File: config.mk
export PLATFORM = sky130hd
export DESIGN_NAME = hir_host_irq
export DESIGN_NICKNAME = d
export VERILOG_FILES = /design/src/shared/hir_pkg.sv /design/src/logic/hir_host_irq.sv
export SDC_FILE = /design/constraint.sdc
export NUM_CORES = 1
export LEC_CHECK = 0
export BUFFER_PORTS_ARGS = -buffer_cell sky130_fd_sc_hd__buf_2
export CORE_MARGIN = 4
export CORE_UTILIZATION = 34
export DETAILED_ROUTE_END_ITERATION = 16
export RECOVER_POWER = 50
export SLEW_MARGIN = 20
export SYNTH_ARGS = -nofsm -noshare
export SYNTH_HDL_FRONTEND = slang
export SYNTH_SLANG_ARGS = --single-unit
File: constraint.sdc
create_clock -name core_clk -period 5.1 [get_ports core_clk]
set_input_delay 0.51 -clock core_clk [delete_from_list [all_inputs] [get_ports core_clk]]
set_output_delay 0.51 -clock core_clk [all_outputs]
set_load 0.01 [all_outputs]
File: src/shared/hir_pkg.sv
package hir_pkg;

    // register offsets on the 8-bit address bus
    localparam logic [7:0] OFF_MASK_LO   = 8'h11;
    localparam logic [7:0] OFF_MASK_HI   = 8'h12;
    localparam logic [7:0] OFF_STS_LO    = 8'h16;
    localparam logic [7:0] OFF_STS_HI    = 8'h17;
    localparam logic [7:0] OFF_GCFG      = 8'h40;
    localparam logic [7:0] OFF_CH_SUMM   = 8'h80;

    // global_config fields
    localparam int         GCFG_PIN_LSB  = 0;
    localparam int         GCFG_GMASK    = 2;
    localparam int         GCFG_T1E1     = 3;
    localparam logic [7:0] GCFG_WMASK    = 8'h0F;

    // request pin characteristics
    localparam logic [1:0] PIN_OD_LOW    = 2'h0;
    localparam logic [1:0] PIN_PP_LOW    = 2'h1;
    localparam logic [1:0] PIN_PP_HIGH   = 2'h2;

    // reset values
    localparam logic [7:0] MASK_RST      = 8'hFF;
    localparam logic [7:0] GCFG_RST      = 8'h00;
    localparam logic [7:0] BYTE_ZERO     = 8'h00;

    // sources: four channels of four sources each
    localparam int         NUM_CH        = 4;
    localparam int         SRC_PER_CH    = 4;
    localparam int         NUM_SRC       = 16;

    // serial frame: rw bit, 8 address bits, 8 data bits, lsb first
    localparam logic [4:0] SER_ADDR_LAST = 5'h08;
    localparam logic [4:0] SER_DATA_LAST = 5'h10;
    localparam logic [4:0] SER_DONE      = 5'h11;
    localparam logic [4:0] SER_CNT_ZERO  = 5'h00;
    localparam logic [4:0] SER_CNT_ONE   = 5'h01;

    // reset pin filter
    localparam int         CLK_PERIOD_NS = 40;
    localparam int         RST_MIN_NS    = 100;
    localparam int         RST_CYC_INT   =
        (RST_MIN_NS + CLK_PERIOD_NS - 1) / CLK_PERIOD_NS;
    localparam logic [2:0] RST_CYC       = RST_CYC_INT[2:0];

endpackage

File: src/logic/hir_host_irq.sv
`timescale 1ns/1ps
// How it works
// - serial reads shift out on sdo
// - sdo edge chosen by shift_edge_select pin
// - one request output for all sources
// - global mask bit silences the request
// - two mask registers block single sources
// - summary and status registers readable
// - two-bit field picks request pin style
// - 8-bit address selects the register
// - reset after pin low for 4 clocks (160 ns)
// - reset tristates the line drivers
// - reset restores register defaults
module hir_host_irq
    import hir_pkg::*;
(
    input  wire logic                core_clk,          // 25 MHz clock
    input  wire logic                rst_n,             // reset pin
    input  wire logic                serial_mode,       // 1 serial port
    input  wire logic                cs_n,              // chip select
    input  wire logic                shift_clk,         // serial clock
    input  wire logic                serial_in_pin,     // sdi / read-write
    input  wire logic                shift_edge_select, // sdo edge
    input  wire logic                data_strobe_n,     // parallel strobe
    input  wire logic [7:0]          host_address_bus,  // register address
    input  wire logic [7:0]          data_in,           // parallel data in
    input  wire logic [NUM_SRC-1:0]  irq_src,           // pending sources
    output logic      [7:0]          data_out,          // parallel data out
    output logic                     data_oe,           // data bus enable
    output logic                     serial_out_pin,    // sdo level
    output logic                     serial_out_oe,     // sdo enable
    output logic                     irq_out,           // request level
    output logic                     irq_oe,            // request enable
    output logic                     line_drv_hiz       // line drivers off
);

    // pin synchronisers; the reset pin flops carry no reset
    logic       rst_s1, rst_s2;
    logic [5:0] ctl_s1, ctl_s2;
    logic [7:0] adr_s1, adr_s2;
    logic [7:0] din_s1, din_s2;
    logic       sclk_s3, ds_s3;

    always_ff @(posedge core_clk)
    begin
        rst_s1 <= rst_n;
        rst_s2 <= rst_s1;
        ctl_s1 <= {serial_mode, cs_n, shift_clk, serial_in_pin,
                   shift_edge_select, data_strobe_n};
        ctl_s2 <= ctl_s1;
        adr_s1 <= host_address_bus;
        adr_s2 <= adr_s1;
        din_s1 <= data_in;
        din_s2 <= din_s1;
        sclk_s3 <= ctl_s2[3];
        ds_s3 <= ctl_s2[0];
    end

    wire ser_s  = ctl_s2[5];
    wire cs_s_n = ctl_s2[4];
    wire sclk_s = ctl_s2[3];
    wire sdi_s  = ctl_s2[2];
    wire sel_s  = ctl_s2[1];
    wire ds_s_n = ctl_s2[0];

    // reset filter: short glitches on the pin are ignored
    // shift history, not a counter: an unknown count at power-up
    // would never clear, while shifted lows flush it out
    logic [RST_CYC_INT-1:0] rst_low;
    logic                   in_reset;

    always_ff @(posedge core_clk)
    begin
        rst_low <= {rst_low[RST_CYC_INT-2:0], ~rst_s2};
        in_reset <= &{rst_low, ~rst_s2};
    end

    // registers
    logic [7:0] mask_lo, mask_hi, gcfg;
    logic       wr_en;
    logic [7:0] wr_addr, wr_data;

    always_ff @(posedge core_clk)
    begin
        if (in_reset)
        begin
            mask_lo <= MASK_RST;
            mask_hi <= MASK_RST;
            gcfg <= GCFG_RST;
        end
        else if (wr_en)
        begin
            if (wr_addr == OFF_MASK_LO)
                mask_lo <= wr_data;
            if (wr_addr == OFF_MASK_HI)
                mask_hi <= wr_data;
            if (wr_addr == OFF_GCFG)
                gcfg <= wr_data & GCFG_WMASK;
        end
    end

    wire [NUM_SRC-1:0] pend = irq_src & ~{mask_hi, mask_lo};
    wire [1:0]         pin_mode = gcfg[GCFG_PIN_LSB +: 2];
    wire               gmask = gcfg[GCFG_GMASK];
    wire  [7:0]        summary;

    genvar ch;
    generate
        for (ch = 0; ch < 8; ch++)
        begin : g_summ
            if (ch < NUM_CH)
            begin : g_used
                assign summary[ch] = |pend[ch*SRC_PER_CH +: SRC_PER_CH];
            end
            else
            begin : g_free
                assign summary[ch] = 1'b0;
            end
        end
    endgenerate

    function automatic logic [7:0] rd_mux(input logic [7:0] a);
        case (a)
            OFF_MASK_LO: rd_mux = mask_lo;
            OFF_MASK_HI: rd_mux = mask_hi;
            OFF_STS_LO:  rd_mux = irq_src[7:0];
            OFF_STS_HI:  rd_mux = irq_src[15:8];
            OFF_GCFG:    rd_mux = gcfg;
            OFF_CH_SUMM: rd_mux = summary;
            default:     rd_mux = BYTE_ZERO;
        endcase
    endfunction

    // serial port
    wire sclk_rise = sclk_s & ~sclk_s3;
    wire sclk_fall = ~sclk_s & sclk_s3;
    wire ds_rise   = ds_s_n & ~ds_s3;
    logic [4:0] ser_cnt;
    logic       ser_rw, ser_load;
    logic [7:0] ser_addr, ser_wdat, rd_sh;

    wire sclk_chg = sel_s ? sclk_fall : sclk_rise;
    // an access lives only while cs is low
    wire ser_act  = ser_s & ~cs_s_n;
    wire [7:0] ser_addr_nx = {sdi_s, ser_addr[7:1]};
    wire [7:0] ser_wdat_nx = {sdi_s, ser_wdat[7:1]};
    wire ser_wr = ser_act & sclk_rise & ~ser_rw
                  & (ser_cnt == SER_DATA_LAST);
    wire par_wr = ~ser_s & ~cs_s_n & ~sdi_s & ds_rise;

    assign wr_en   = ser_wr | par_wr;
    assign wr_addr = ser_wr ? ser_addr : adr_s2;
    assign wr_data = ser_wr ? ser_wdat_nx : din_s2;

    always_ff @(posedge core_clk)
    begin
        if (in_reset || !ser_act)
        begin
            ser_cnt <= SER_CNT_ZERO;
            ser_rw <= 1'b0;
            ser_load <= 1'b0;
            ser_addr <= BYTE_ZERO;
            ser_wdat <= BYTE_ZERO;
            rd_sh <= BYTE_ZERO;
        end
        else if (sclk_rise && ser_cnt != SER_DONE)
        begin
            ser_cnt <= ser_cnt + SER_CNT_ONE;
            if (ser_cnt == SER_CNT_ZERO)
                ser_rw <= sdi_s;
            else if (ser_cnt <= SER_ADDR_LAST)
                ser_addr <= ser_addr_nx;
            else
                ser_wdat <= ser_wdat_nx;
            // read data captured once the address is complete
            if (ser_cnt == SER_ADDR_LAST && ser_rw)
            begin
                rd_sh <= rd_mux(ser_addr_nx);
                ser_load <= 1'b1;
            end
            else if (sclk_chg && ser_load)
                rd_sh <= rd_sh >> 1;
        end
        else if (sclk_chg && ser_load)
            rd_sh <= rd_sh >> 1;
    end

    // outputs, all registered
    logic irq_act;
    wire  any_pend = (|pend) & ~gmask;

    always_ff @(posedge core_clk)
    begin
        if (in_reset)
        begin
            serial_out_pin <= 1'b0;
            serial_out_oe <= 1'b0;
            data_out <= BYTE_ZERO;
            data_oe <= 1'b0;
            irq_act <= 1'b0;
            irq_out <= 1'b0;
            irq_oe <= 1'b0;
            line_drv_hiz <= 1'b1;
        end
        else
        begin
            line_drv_hiz <= 1'b0;
            if (sclk_chg && ser_load && ser_act)
                serial_out_pin <= rd_sh[0];
            serial_out_oe <= ser_act & ser_load;
            data_out <= rd_mux(adr_s2);
            data_oe <= ~ser_s & ~cs_s_n & ~ds_s_n & sdi_s;
            irq_act <= any_pend;
            case (pin_mode)
                PIN_OD_LOW:
                begin
                    irq_out <= 1'b0;
                    irq_oe <= any_pend;
                end
                PIN_PP_LOW:
                begin
                    irq_out <= ~any_pend;
                    irq_oe <= 1'b1;
                end
                default:
                begin
                    irq_out <= any_pend;
                    irq_oe <= 1'b1;
                end
            endcase
        end
    end

    // checks
    a_reset_filter_hold:
    assert property (@(posedge core_clk)
        !rst_s2 [*4] |=> in_reset)
    else $error("reset pin low too long without reset");

    a_reset_short_pulse:
    assert property (@(posedge core_clk)
        rst_s2 ##1 !rst_s2 ##1 rst_s2 |=> !in_reset)
    else $error("short reset pulse was not filtered");

    a_reset_drv_state:
    assert property (@(posedge core_clk)
        in_reset |=> line_drv_hiz && !serial_out_oe && !data_oe)
    else $error("drivers not released during reset");

    a_reset_reg_defaults:
    assert property (@(posedge core_clk)
        in_reset |=> mask_lo == MASK_RST && mask_hi == MASK_RST
                     && gcfg == GCFG_RST)
    else $error("registers not at defaults after reset");

    a_global_mask_quiet:
    assert property (@(posedge core_clk) disable iff (in_reset)
        gmask |=> !irq_act)
    else $error("request raised under global mask");

    a_any_source_req:
    assert property (@(posedge core_clk) disable iff (in_reset)
        !gmask && (|(irq_src & ~{mask_hi, mask_lo})) |=> irq_act)
    else $error("pending source did not raise request");

    a_mask_blocks_src:
    assert property (@(posedge core_clk) disable iff (in_reset)
        (irq_src & ~{mask_hi, mask_lo}) == 16'h0000 |=> !irq_act)
    else $error("masked source reached request");

    a_open_drain_idle:
    assert property (@(posedge core_clk) disable iff (in_reset)
        $stable(gcfg) && pin_mode == PIN_OD_LOW
        |-> irq_oe == irq_act && !irq_out)
    else $error("open drain request driven wrongly");

    a_push_low_level:
    assert property (@(posedge core_clk) disable iff (in_reset)
        $stable(gcfg) && pin_mode == PIN_PP_LOW
        |-> irq_oe && irq_out == !irq_act)
    else $error("push-pull low request level wrong");

    a_status_read_back:
    assert property (@(posedge core_clk) disable iff (in_reset)
        data_oe && adr_s2 == OFF_STS_LO && $stable(adr_s2)
        && $stable(irq_src) |-> data_out == irq_src[7:0])
    else $error("status byte read back wrong");

    a_write_mask_lo:
    assert property (@(posedge core_clk) disable iff (in_reset)
        wr_en && wr_addr == OFF_MASK_LO |=> mask_lo == $past(wr_data))
    else $error("write to mask register lost");

    a_sdo_active_edge:
    assert property (@(posedge core_clk) disable iff (in_reset)
        $past(serial_out_oe) && serial_out_oe && $changed(serial_out_pin)
        |-> $past(sclk_chg))
    else $error("sdo changed off its active edge");

    a_sdo_fall_only:
    assert property (@(posedge core_clk) disable iff (in_reset)
        $past(sel_s) && serial_out_oe && $changed(serial_out_pin)
        |-> $past(sclk_fall))
    else $error("sdo changed on rising edge with select high");

endmodule

==> results.sh, run 1 <==
export IMPL_fin_area_um2=5520
export IMPL_n_antenna_cell=0
export IMPL_worstSkewPairLatency_ns=0.41
export IMPL_syn_num_nets=488
export IMPL_grt_pass1_wl_mm=17.4
export IMPL_core_area_um2=12800
export IMPL_path_clk_slew_ns=0.06
export IMPL_synth_area_um2=4530
export IMPL_grt_max_degree=32
export IMPL_fmaxAchievable_mhz=343
export IMPL_cts_tree="done"
export IMPL_die_w_um=123
export IMPL_drc=0
export IMPL_synth_warnings=0
export IMPL_n_fill_cell=1263
export IMPL_avgSynthCellArea_um2=10.2
export IMPL_track_usage_pct=14.9
export IMPL_finalHoldViolations=0
export IMPL_dp_cells=655
export IMPL_yosysSeqAreaShare_pct=51.3
export IMPL_firstDrtPassIters=4
export IMPL_initial_core_util_pct=35.3
export IMPL_peakVddDrop_v=0.000263
export IMPL_wl_per_cell_um=15.3
export IMPL_powerDensity_nw_per_um2=389
export IMPL_cts_root_buffer_cell="clkbuf_16"
export IMPL_ys_ff_latch=116
export IMPL_endpoint_kind="flip-flop"
export IMPL_cts_sinks=116
export IMPL_rrSetupSlack_ns=2.18
export IMPL_critical_path_class="flip-flop to flip-flop"
export IMPL_cts_setup_buffers=0
export IMPL_cellLeakagePower_uw=0.00217
export IMPL_postCtsHoldBufs=0
export IMPL_place_congestion=0.833
export IMPL_final_max_slew_viol_count=0
export IMPL_finalSetupTns_ns=0
export IMPL_min_path_type="input pin to flip-flop"
export IMPL_synth_edf_count=0
export IMPL_grt_ovfl_total=0
export IMPL_postPlaceCellArea_um2=4960
export IMPL_fin_cells=687
export IMPL_grt_pass1_vias=3410
export IMPL_finalCritPeriodShare_pct=57.2
export IMPL_antenna_left=0
export IMPL_finalSetupViolations=0
export IMPL_antenna_found_initial=0
export IMPL_synthTopCellsByArea="dfxtp_1 51%, mux2i_1 11%, nor2_1 5.0%"
export IMPL_r2r_cells=5
export IMPL_dieHeight_um=123
export IMPL_clock_skew_ns=0.00934
export IMPL_status="completed"
export IMPL_slew_headroom_pct=0.742
export IMPL_dp_hpwl_mm=7.84
export IMPL_rows=41
export IMPL_yosysTopAreaCell="dfxtp_1"
export IMPL_crit_arrival_ns=3.20
export IMPL_yosys_area_top_type_share_pct=51.3
export IMPL_whs_path_depth=1
export IMPL_cp_required_ns=5.38
export IMPL_first_iter_violations=263
export IMPL_cts_resized=0
export IMPL_cts_max_path_buffers=2
export IMPL_io_buffers=53
export IMPL_layout_nets=545
export IMPL_critPathLaunchType="flip-flop"
export IMPL_io_pins=54
export IMPL_fin_total_pwr_uw=2140
export IMPL_max_cap_violations=0
export IMPL_cts_buffers=17
export IMPL_async_reset_ff_share_pct=0
export IMPL_synthFlopType="dfxtp_1"
export IMPL_worstPathMaxFanout=31
export IMPL_yosysMostFrequentCell="dfxtp_1"
export IMPL_dieArea_um2=15200
export IMPL_vias=3414
export IMPL_drive_above_1_share_pct=18.6
export IMPL_ys_types=51
export IMPL_htree_levels=4
export IMPL_grt_setup_unrepaired="false"
export IMPL_netlist_top_cells_count="116 x dfxtp_1, 60 x nor2_1, 49 x mux2i_1, 22 x nand2_1, 20 x a22oi_1"
export IMPL_viasPerCell=4.97
export IMPL_tightest_slew_ns=1.49
export IMPL_netlist_instances=445
export IMPL_period_minus_slack_ns=2.92
export IMPL_wl_mm=10.5
export IMPL_areaGrowthSynthToFinish_pct=21.8
-- report_power, final --
part           switching, uW  total (uW)  internal (uW)
clock                    446        1140            694
combinational           32.0        58.7           26.7
sequential              14.1         944            930
-- per-layer routing --
layer  share of wire [%]  track usage [%]  vias up
met3                 6.6             4.80       13
li1                    -                -     1715
met4                 1.1             5.95        0
met1                  48             19.9     1583
met5                   0                0        -
met2                  44             22.4      103
-- metrics by stage --
step,setup slack (ns),hold slack [ns],util [%]
final,2.18,0.194,43.0
after detailed placement,2.76,0.313,38.6
after global placement,2.85,0.313,38.6
after floorplan,3.11,0.310,-
after CTS,2.73,0.168,43.2
after global routing,1.90,0.173,43.0
-- final timing paths --
path,from,endpoint
setup reg to reg,in_reset,rd_sh[3]
hold reg to reg,din_s1[3],din_s2[3]
setup / recovery,in_reset,rd_sh[3]
hold / removal,data_in[7],din_s1[7]
-- worst max-delay path, stage by stage, from the launching register on --
cell	delay [ns]
dfxtp_1	0.30
clkbuf_1	1.07
inv_1	0.43
nand3b_1	0.66
buf_6	0.25
a211oi_1	0.06
-- placed cells by master, fill, tap and decap left out, drive strengths merged, types with 2 or more instances in the layout --
master / count
and3: 8
buf: 44
a2bb2oi: 7
nand3: 6
nor2: 60
dfxtp: 116
o311a: 4
o21ai: 8
o2111ai: 4
nor2b: 4
and3b: 4
ha: 3
a21oi: 15
mux2: 9
o22ai: 8
a222oi: 4
inv: 21
mux2i: 49
a22oi: 20
and2: 3
nor4: 3
clkbuf: 30
nand2b: 14
a211oi: 4
nor3: 5
nand3b: 5
clkinvlp: 4
nand4: 5
nand2: 22
xor2: 4
nor3b: 5
o21bai: 2
-- sequential cells by signal (all words and copies together) (netlist names), 3 cells and up --
signal / cells
rst_low: 3
ser_cnt: 5
data_out: 8
din_s2: 8
din_s1: 8
ser_addr: 8
rd_sh: 8
mask_hi: 8
ser_wdat: 7
mask_lo: 8
gcfg: 4
ctl_s2: 6
adr_s1: 8
ctl_s1: 6
adr_s2: 8
-- cell families (layout without fill, tap and decap cells) --
family,count (synthesis),in the layout,synth area share [%]
mux,58,58,13.1
compound gates,80,80,13.2
xor+xnor,5,5,0.967
simple gates,152,152,17.8
flops,116,116,51.3
buf+inv,31,101,2.85
fa+ha+maj,3,3,0.829
-- final cells by class --
cell class / count / area (um2) / share of cell area [%]
clock inverters: 14 / 139 / 2.52
flip-flops and latches: 116 / 2320 / 42.1
repair buffers: 56 / 274 / 4.97
well taps: 172 / 215 / 3.90
inverters: 13 / 48.8 / 0.885
multi-input cells: 298 / 2080 / 37.7
clock buffers: 18 / 439 / 7.96
Power figures use the tool's default switching activity.
==> run 2, diff against run 1 <==
==> constraint.sdc (replaced) <==
create_clock -name core_clk -period 2.9 [get_ports core_clk]
set_input_delay 0.29 -clock core_clk [delete_from_list [all_inputs] [get_ports core_clk]]
set_output_delay 0.29 -clock core_clk [all_outputs]
set_load 0.01 [all_outputs]
==> run 2 against run 1 <==
The run now ends with capacitance limit left. Clock skew decreased by 0.0017 ns. Sequential cell count unchanged. First-iteration DRC count increased by 8.0%. Sequential power increased by 76%. Combinational power increased by 120%. Worst setup slack got worse by 1.6 ns. Total power increased by 86%. Largest cell class unchanged. Highest routed layer unchanged.
==> results.sh, run 2 (synthesized netlist as in run 1, its figures left out) <==
export IMPL_core_area_um2=12800
export IMPL_n_antenna_cell=0
export IMPL_dieArea_um2=15200
export IMPL_final_max_slew_viol_count=0
export IMPL_final_cell_mix="116 x dfxtp_1, 60 x nor2_1, 49 x mux2i_1"
export IMPL_finalSetupTns_ns=0
export IMPL_finalSetupViolations=0
export IMPL_grt_setup_unrepaired="false"
export IMPL_violations="capacitance limit"
export IMPL_cp_required_ns=3.22
export IMPL_n_fill_cell=1244
export IMPL_worstSkewPairLatency_ns=0.40
export IMPL_critical_path_class="flip-flop to flip-flop"
export IMPL_htree_levels=4
export IMPL_min_path_type="input pin to flip-flop"
export IMPL_slew_headroom_pct=0.297
export IMPL_utilization_pct=45.3
export IMPL_powerDensity_nw_per_um2=687
export IMPL_cellLeakagePower_uw=0.00230
export IMPL_peakVddDrop_v=0.000386
export IMPL_worstPathMaxFanout=12
export IMPL_io_pins=54
export IMPL_postCtsHoldBufs=23
export IMPL_layout_nets=569
export IMPL_grt_pass1_vias=3526
export IMPL_place_congestion=0.873
export IMPL_cts_buffers=17
export IMPL_track_usage_pct=15.1
export IMPL_cts_resized=0
export IMPL_first_iter_violations=284
export IMPL_finalHoldViolations=0
export IMPL_path_clk_slew_ns=0.05
export IMPL_status="finished with violations"
export IMPL_antenna_left=0
export IMPL_rows=41
export IMPL_cts_setup_buffers=0
export IMPL_areaGrowthSynthToFinish_pct=28.2
export IMPL_viasPerCell=5.04
export IMPL_initial_core_util_pct=35.3
export IMPL_grt_max_degree=31
export IMPL_clock_skew_ns=0.00764
export IMPL_wl_mm=10.7
export IMPL_die_w_um=123
export IMPL_antenna_found_initial=0
export IMPL_critPathLaunchType="flip-flop"
export IMPL_firstDrtPassIters=8
export IMPL_drive_above_1_share_pct=17.6
export IMPL_dp_hpwl_mm=8.01
export IMPL_grt_pass1_wl_mm=17.6
export IMPL_period_minus_slack_ns=2.32
export IMPL_mostFrequentLayoutCell="dfxtp_1"
export IMPL_crit_arrival_ns=2.64
export IMPL_tightest_slew_ns=1.50
export IMPL_drc=0
export IMPL_seq_area_um2=2320
export IMPL_whs_ns=0.235
export IMPL_cts_max_path_buffers=2
export IMPL_max_cap_violations=1
export IMPL_fmaxAchievable_mhz=431
export IMPL_dieHeight_um=123
export IMPL_wl_per_cell_um=15.1
export IMPL_io_buffers=53
export IMPL_multi_input_area_um2=2080
export IMPL_vias=3581
export IMPL_endpoint_kind="flip-flop"
export IMPL_finalCritPeriodShare_pct=80.1
export IMPL_cts_tree="done"
export IMPL_grt_ovfl_total=0
export IMPL_cts_root_buffer_cell="clkbuf_16"
export IMPL_cts_sinks=116
## run 2: final cells by class
class | count | area share [%]
flip-flops and latches | 116 | 40.0
clock buffers | 21 | 7.93
repair buffers | 80 | 8.75
multi-input cells | 298 | 35.8
inverters | 13 | 0.840
clock inverters | 11 | 3.02
well taps | 172 | 3.71
## run 2: routing by layer
| layer | GRT usage (%) | wire length, um | vias to the layer above |
|---|---|---|---|
| li1 | - | - | 1775 |
| met3 | 3.80 | 645 | 13 |
| met4 | 6.51 | 159 | 0 |
| met5 | 0 | 0 | - |
| met2 | 22.9 | 4770 | 102 |
| met1 | 20.4 | 5160 | 1691 |
## run 2: path summary, 6_finish.rpt
| check | start | cells past startpoint | slack (ns) | end |
|---|---|---|---|---|
| worst min-delay path | irq_src[13] | 3 | 0.24 | data_out[5] |
| worst min register to register | ctl_s1[1] | 0 | 0.33 | ctl_s2[1] |
| worst max register to register | ser_addr[3] | 5 | 0.58 | mask_hi[2] |
| worst max-delay path | ser_addr[3] | 5 | 0.58 | mask_hi[2] |
## run 2: stage by stage
step / area [um2] / std cells / total power [uW] / worst slack, ns
global placement: 4960 / 656 / 1800 / 0.689
floorplan: 4530 / 445 / 1740 / 0.911
CTS: 5830 / 711 / 4030 / 0.587
global route: 5810 / 711 / 4120 / 0.412
detailed placement: 4960 / 656 / 1800 / 0.607
finish: 5810 / 711 / 3990 / 0.577
## run 2: worst max-delay path: stages, from the launching register on
cell,delay [ns]
dfxtp_1,0.47
nor2_1,0.61
nand4_1,0.17
a22o_1,0.39
a21oi_4,0.37
mux2i_1,0.23
## run 2: power by group
part           internal, uW  switching [uW]  leakage (uW)
registers              1640            25.4      0.000955
logic                  66.6            61.5       0.00104
clock network          1490             711      0.000304
==> run 3, diff against run 2 <==
--- a/config.mk
+++ b/config.mk
@@ -5,6 +5,7 @@
 export SDC_FILE = /design/constraint.sdc
 export NUM_CORES = 1
 export LEC_CHECK = 0
+export ABC_AREA = 1
 export BUFFER_PORTS_ARGS = -buffer_cell sky130_fd_sc_hd__buf_2
 export CORE_MARGIN = 4
 export CORE_UTILIZATION = 34
==> constraint.sdc (replaced) <==
create_clock -name core_clk -period 2.4 [get_ports core_clk]
set_input_delay 0.24 -clock core_clk [delete_from_list [all_inputs] [get_ports core_clk]]
set_output_delay 0.24 -clock core_clk [all_outputs]
set_load 0.01 [all_outputs]
==> run 3 against run 2 <==
The run now ends clean. Via count rose by 21%. Fmax rose by 10%. Register-to-register slack got worse by 0.29 ns. Cell count rose by 25%. First-iteration DRC count fell by 15%. Worst hold slack got worse by 0.025 ns. Critical path type unchanged.
==> results.sh, run 3 <==
export IMPL_firstDrtPassIters=7
export IMPL_finalHoldViolations=0
export IMPL_grt_pass1_wl_mm=20.8
export IMPL_avgSynthCellArea_um2=7.78
export IMPL_first_iter_violations=240
export IMPL_finalSetupTns_ns=0
export IMPL_intPower_uw=3750
export IMPL_p_sw_share_pct=21.6
export IMPL_dieArea_um2=16000
export IMPL_vias=4317
export IMPL_initial_core_util_pct=34.5
export IMPL_cp_required_ns=2.66
export IMPL_n_fill_cell=1393
export IMPL_tightest_slew_ns=0.699
export IMPL_fin_cells=891
export IMPL_power_switching_uw=1030
export IMPL_ys_ff_latch=116
export IMPL_htree_levels=4
export IMPL_rows=43
export IMPL_viasPerCell=4.85
export IMPL_p_seq_share_pct=42.0
export IMPL_io_pins=54
export IMPL_place_congestion=0.952
export IMPL_cts_sinks=116
export IMPL_finalCritPeriodShare_pct=88.0
export IMPL_synthFlopType="dfxtp_1"
export IMPL_core_area_um2=13800
export IMPL_critPathLaunchType="flip-flop"
export IMPL_dp_hpwl_mm=9.47
export IMPL_dp_cells=837
export IMPL_pwr_share_comb_pct=4.2
export IMPL_final_cell_mix="116 x dfxtp_1, 97 x nand2_1, 80 x inv_1"
export IMPL_crit_arrival_ns=2.37
export IMPL_cts_buffers=17
export IMPL_drc=0
export IMPL_seq_area_um2=2320
export IMPL_period_minus_slack_ns=2.11
export IMPL_dieHeight_um=127
export IMPL_netlist_instances=614
export IMPL_finalSetupViolations=0
export IMPL_place_ws_ns=0.297
export IMPL_wl_mm=12.5
export IMPL_powerDensity_nw_per_um2=791
export IMPL_cts_root_buffer_cell="clkbuf_16"
export IMPL_mostFrequentLayoutCell="dfxtp_1"
export IMPL_fin_ws_ns=0.289
export IMPL_clkPwrFrac_pct=53.8
export IMPL_cts_setup_buffers=0
export IMPL_synthTopCellsByArea="dfxtp_1 49%, nand3_1 8.1%, nand2_1 7.6%"
export IMPL_ys_types=34
export IMPL_final_max_slew_viol_count=0
export IMPL_worstSkewPairLatency_ns=0.42
export IMPL_critical_path_class="flip-flop to flip-flop"
export IMPL_antenna_left=0
export IMPL_synth_warnings=0
export IMPL_endpoint_kind="flip-flop"
export IMPL_met1Wirelength_mm=5.76
export IMPL_route_met2_wl_mm=5.81
export IMPL_synth_edf_count=0
export IMPL_yosys_area_top_type_share_pct=48.6
export IMPL_multi_input_area_um2=2040
export IMPL_yosysTopAreaCell="dfxtp_1"
export IMPL_fin_area_um2=6050
export IMPL_clock_skew_ns=0.0147
export IMPL_netlist_top_cells_count="116 x dfxtp_1, 97 x nand2_1, 80 x inv_1, 77 x nand3_1, 57 x nor2_1"
export IMPL_whs_ns=0.210
export IMPL_max_cap_violations=0
export IMPL_track_usage_pct=16.3
export IMPL_layout_nets=742
export IMPL_fmaxAchievable_mhz=474
export IMPL_grt_ovfl_total=0
export IMPL_yosysSeqAreaShare_pct=48.6
export IMPL_antenna_found_initial=0
export IMPL_wl_met3_um=764
export IMPL_yosysMostFrequentCell="dfxtp_1"
export IMPL_path_clk_slew_ns=0.05
export IMPL_wl_per_cell_um=14.0
export IMPL_grt_pass1_vias=4241
export IMPL_slew_headroom_pct=53.4
export IMPL_cellLeakagePower_uw=0.00274
export IMPL_n_antenna_cell=0
export IMPL_areaGrowthSynthToFinish_pct=26.6
export IMPL_grt_setup_unrepaired="false"
export IMPL_cts_tree="done"
export IMPL_cts_max_path_buffers=2
export IMPL_status="completed"
export IMPL_synth_area_um2=4780
export IMPL_topRoutingLayerUsed="met4"
export IMPL_peakVddDrop_v=0.000476
export IMPL_syn_num_nets=657
export IMPL_drive_above_1_share_pct=15.9
export IMPL_async_reset_ff_share_pct=0
export IMPL_postPlaceCellArea_um2=5220
export IMPL_io_buffers=53
export IMPL_min_path_type="input pin to flip-flop"
export IMPL_die_w_um=127
export IMPL_worstPathMaxFanout=13
export IMPL_grt_max_degree=23
-- run 3: cells by family (layout without fill, tap and decap cells) --
| logic type | count (synthesis) | in the layout | synth area share [%] |
|---|---|---|---|
| adders and majority gates | 3 | 3 | 0.786 |
| and+or+nand+nor | 279 | 279 | 28.7 |
| DFF | 116 | 116 | 48.6 |
| buffers and inverters | 102 | 199 | 8.62 |
| AOI/OAI and AO/OA | 114 | 114 | 13.3 |
-- run 3: stage by stage --
stage                     util (%)  total power (uW)
after floorplan                  -              2140
final                         43.7              4780
after detailed placement      37.8              2220
after global routing          43.7              4950
after global placement        37.8              2220
after CTS                     43.8              4840
-- run 3: layer usage --
metal  global-route usage (%)  vias up
met5                        0        -
li1                         -     2206
met4                     4.79        0
met2                     26.5      131
met3                     5.09       18
met1                     20.9     1962
-- run 3: cell type report --
cell class	count	area share, %
inverter	87	5.40
tap	180	3.73
timing repair buffer	81	8.59
clock buffer	20	7.55
sequential	116	38.4
multi-input combinational	396	33.8
clock inverter	11	2.52
-- run 3: worst max-delay path: stages, from the launching register on --
cell and delay, ns:
dfxtp_1 0.40, inv_1 0.08, ha_1 0.21, inv_1 0.16
nor2_4 0.07, nand3_2 0.20, nand2_1 0.07, nand2_1 0.09
nand2_1 0.13, nor2_4 0.29, nand2_4 0.12, nand2_1 0.08
nand3_1 0.06
-- run 3: path summary, 6_finish.rpt --
path	startpoint	to	slack, ns	cells after the start
setup reg to reg	ser_cnt[0]	mask_lo[0]	0.29	12
hold / removal	irq_src[15]	data_out[7]	0.21	5
setup / recovery	ser_cnt[0]	mask_lo[0]	0.29	12
hold reg to reg	ctl_s1[4]	ctl_s2[4]	0.32	0
-- run 3: power by group through the flow --
stage	Sequential (uW)	Clock, uW	Combinational, uW
final	2010	2570	200
after CTS	2010	2630	202
after global routing	2010	2720	226
after floorplan	2040	0	104
after detailed placement	2050	0	172
after global placement	2050	0	169
-- run 3: timing repair --
item / CTS / global route
resized for setup: 0 / 0
hold buffers: 23 / 0
endpoints found under the hold margin: 23 / 0
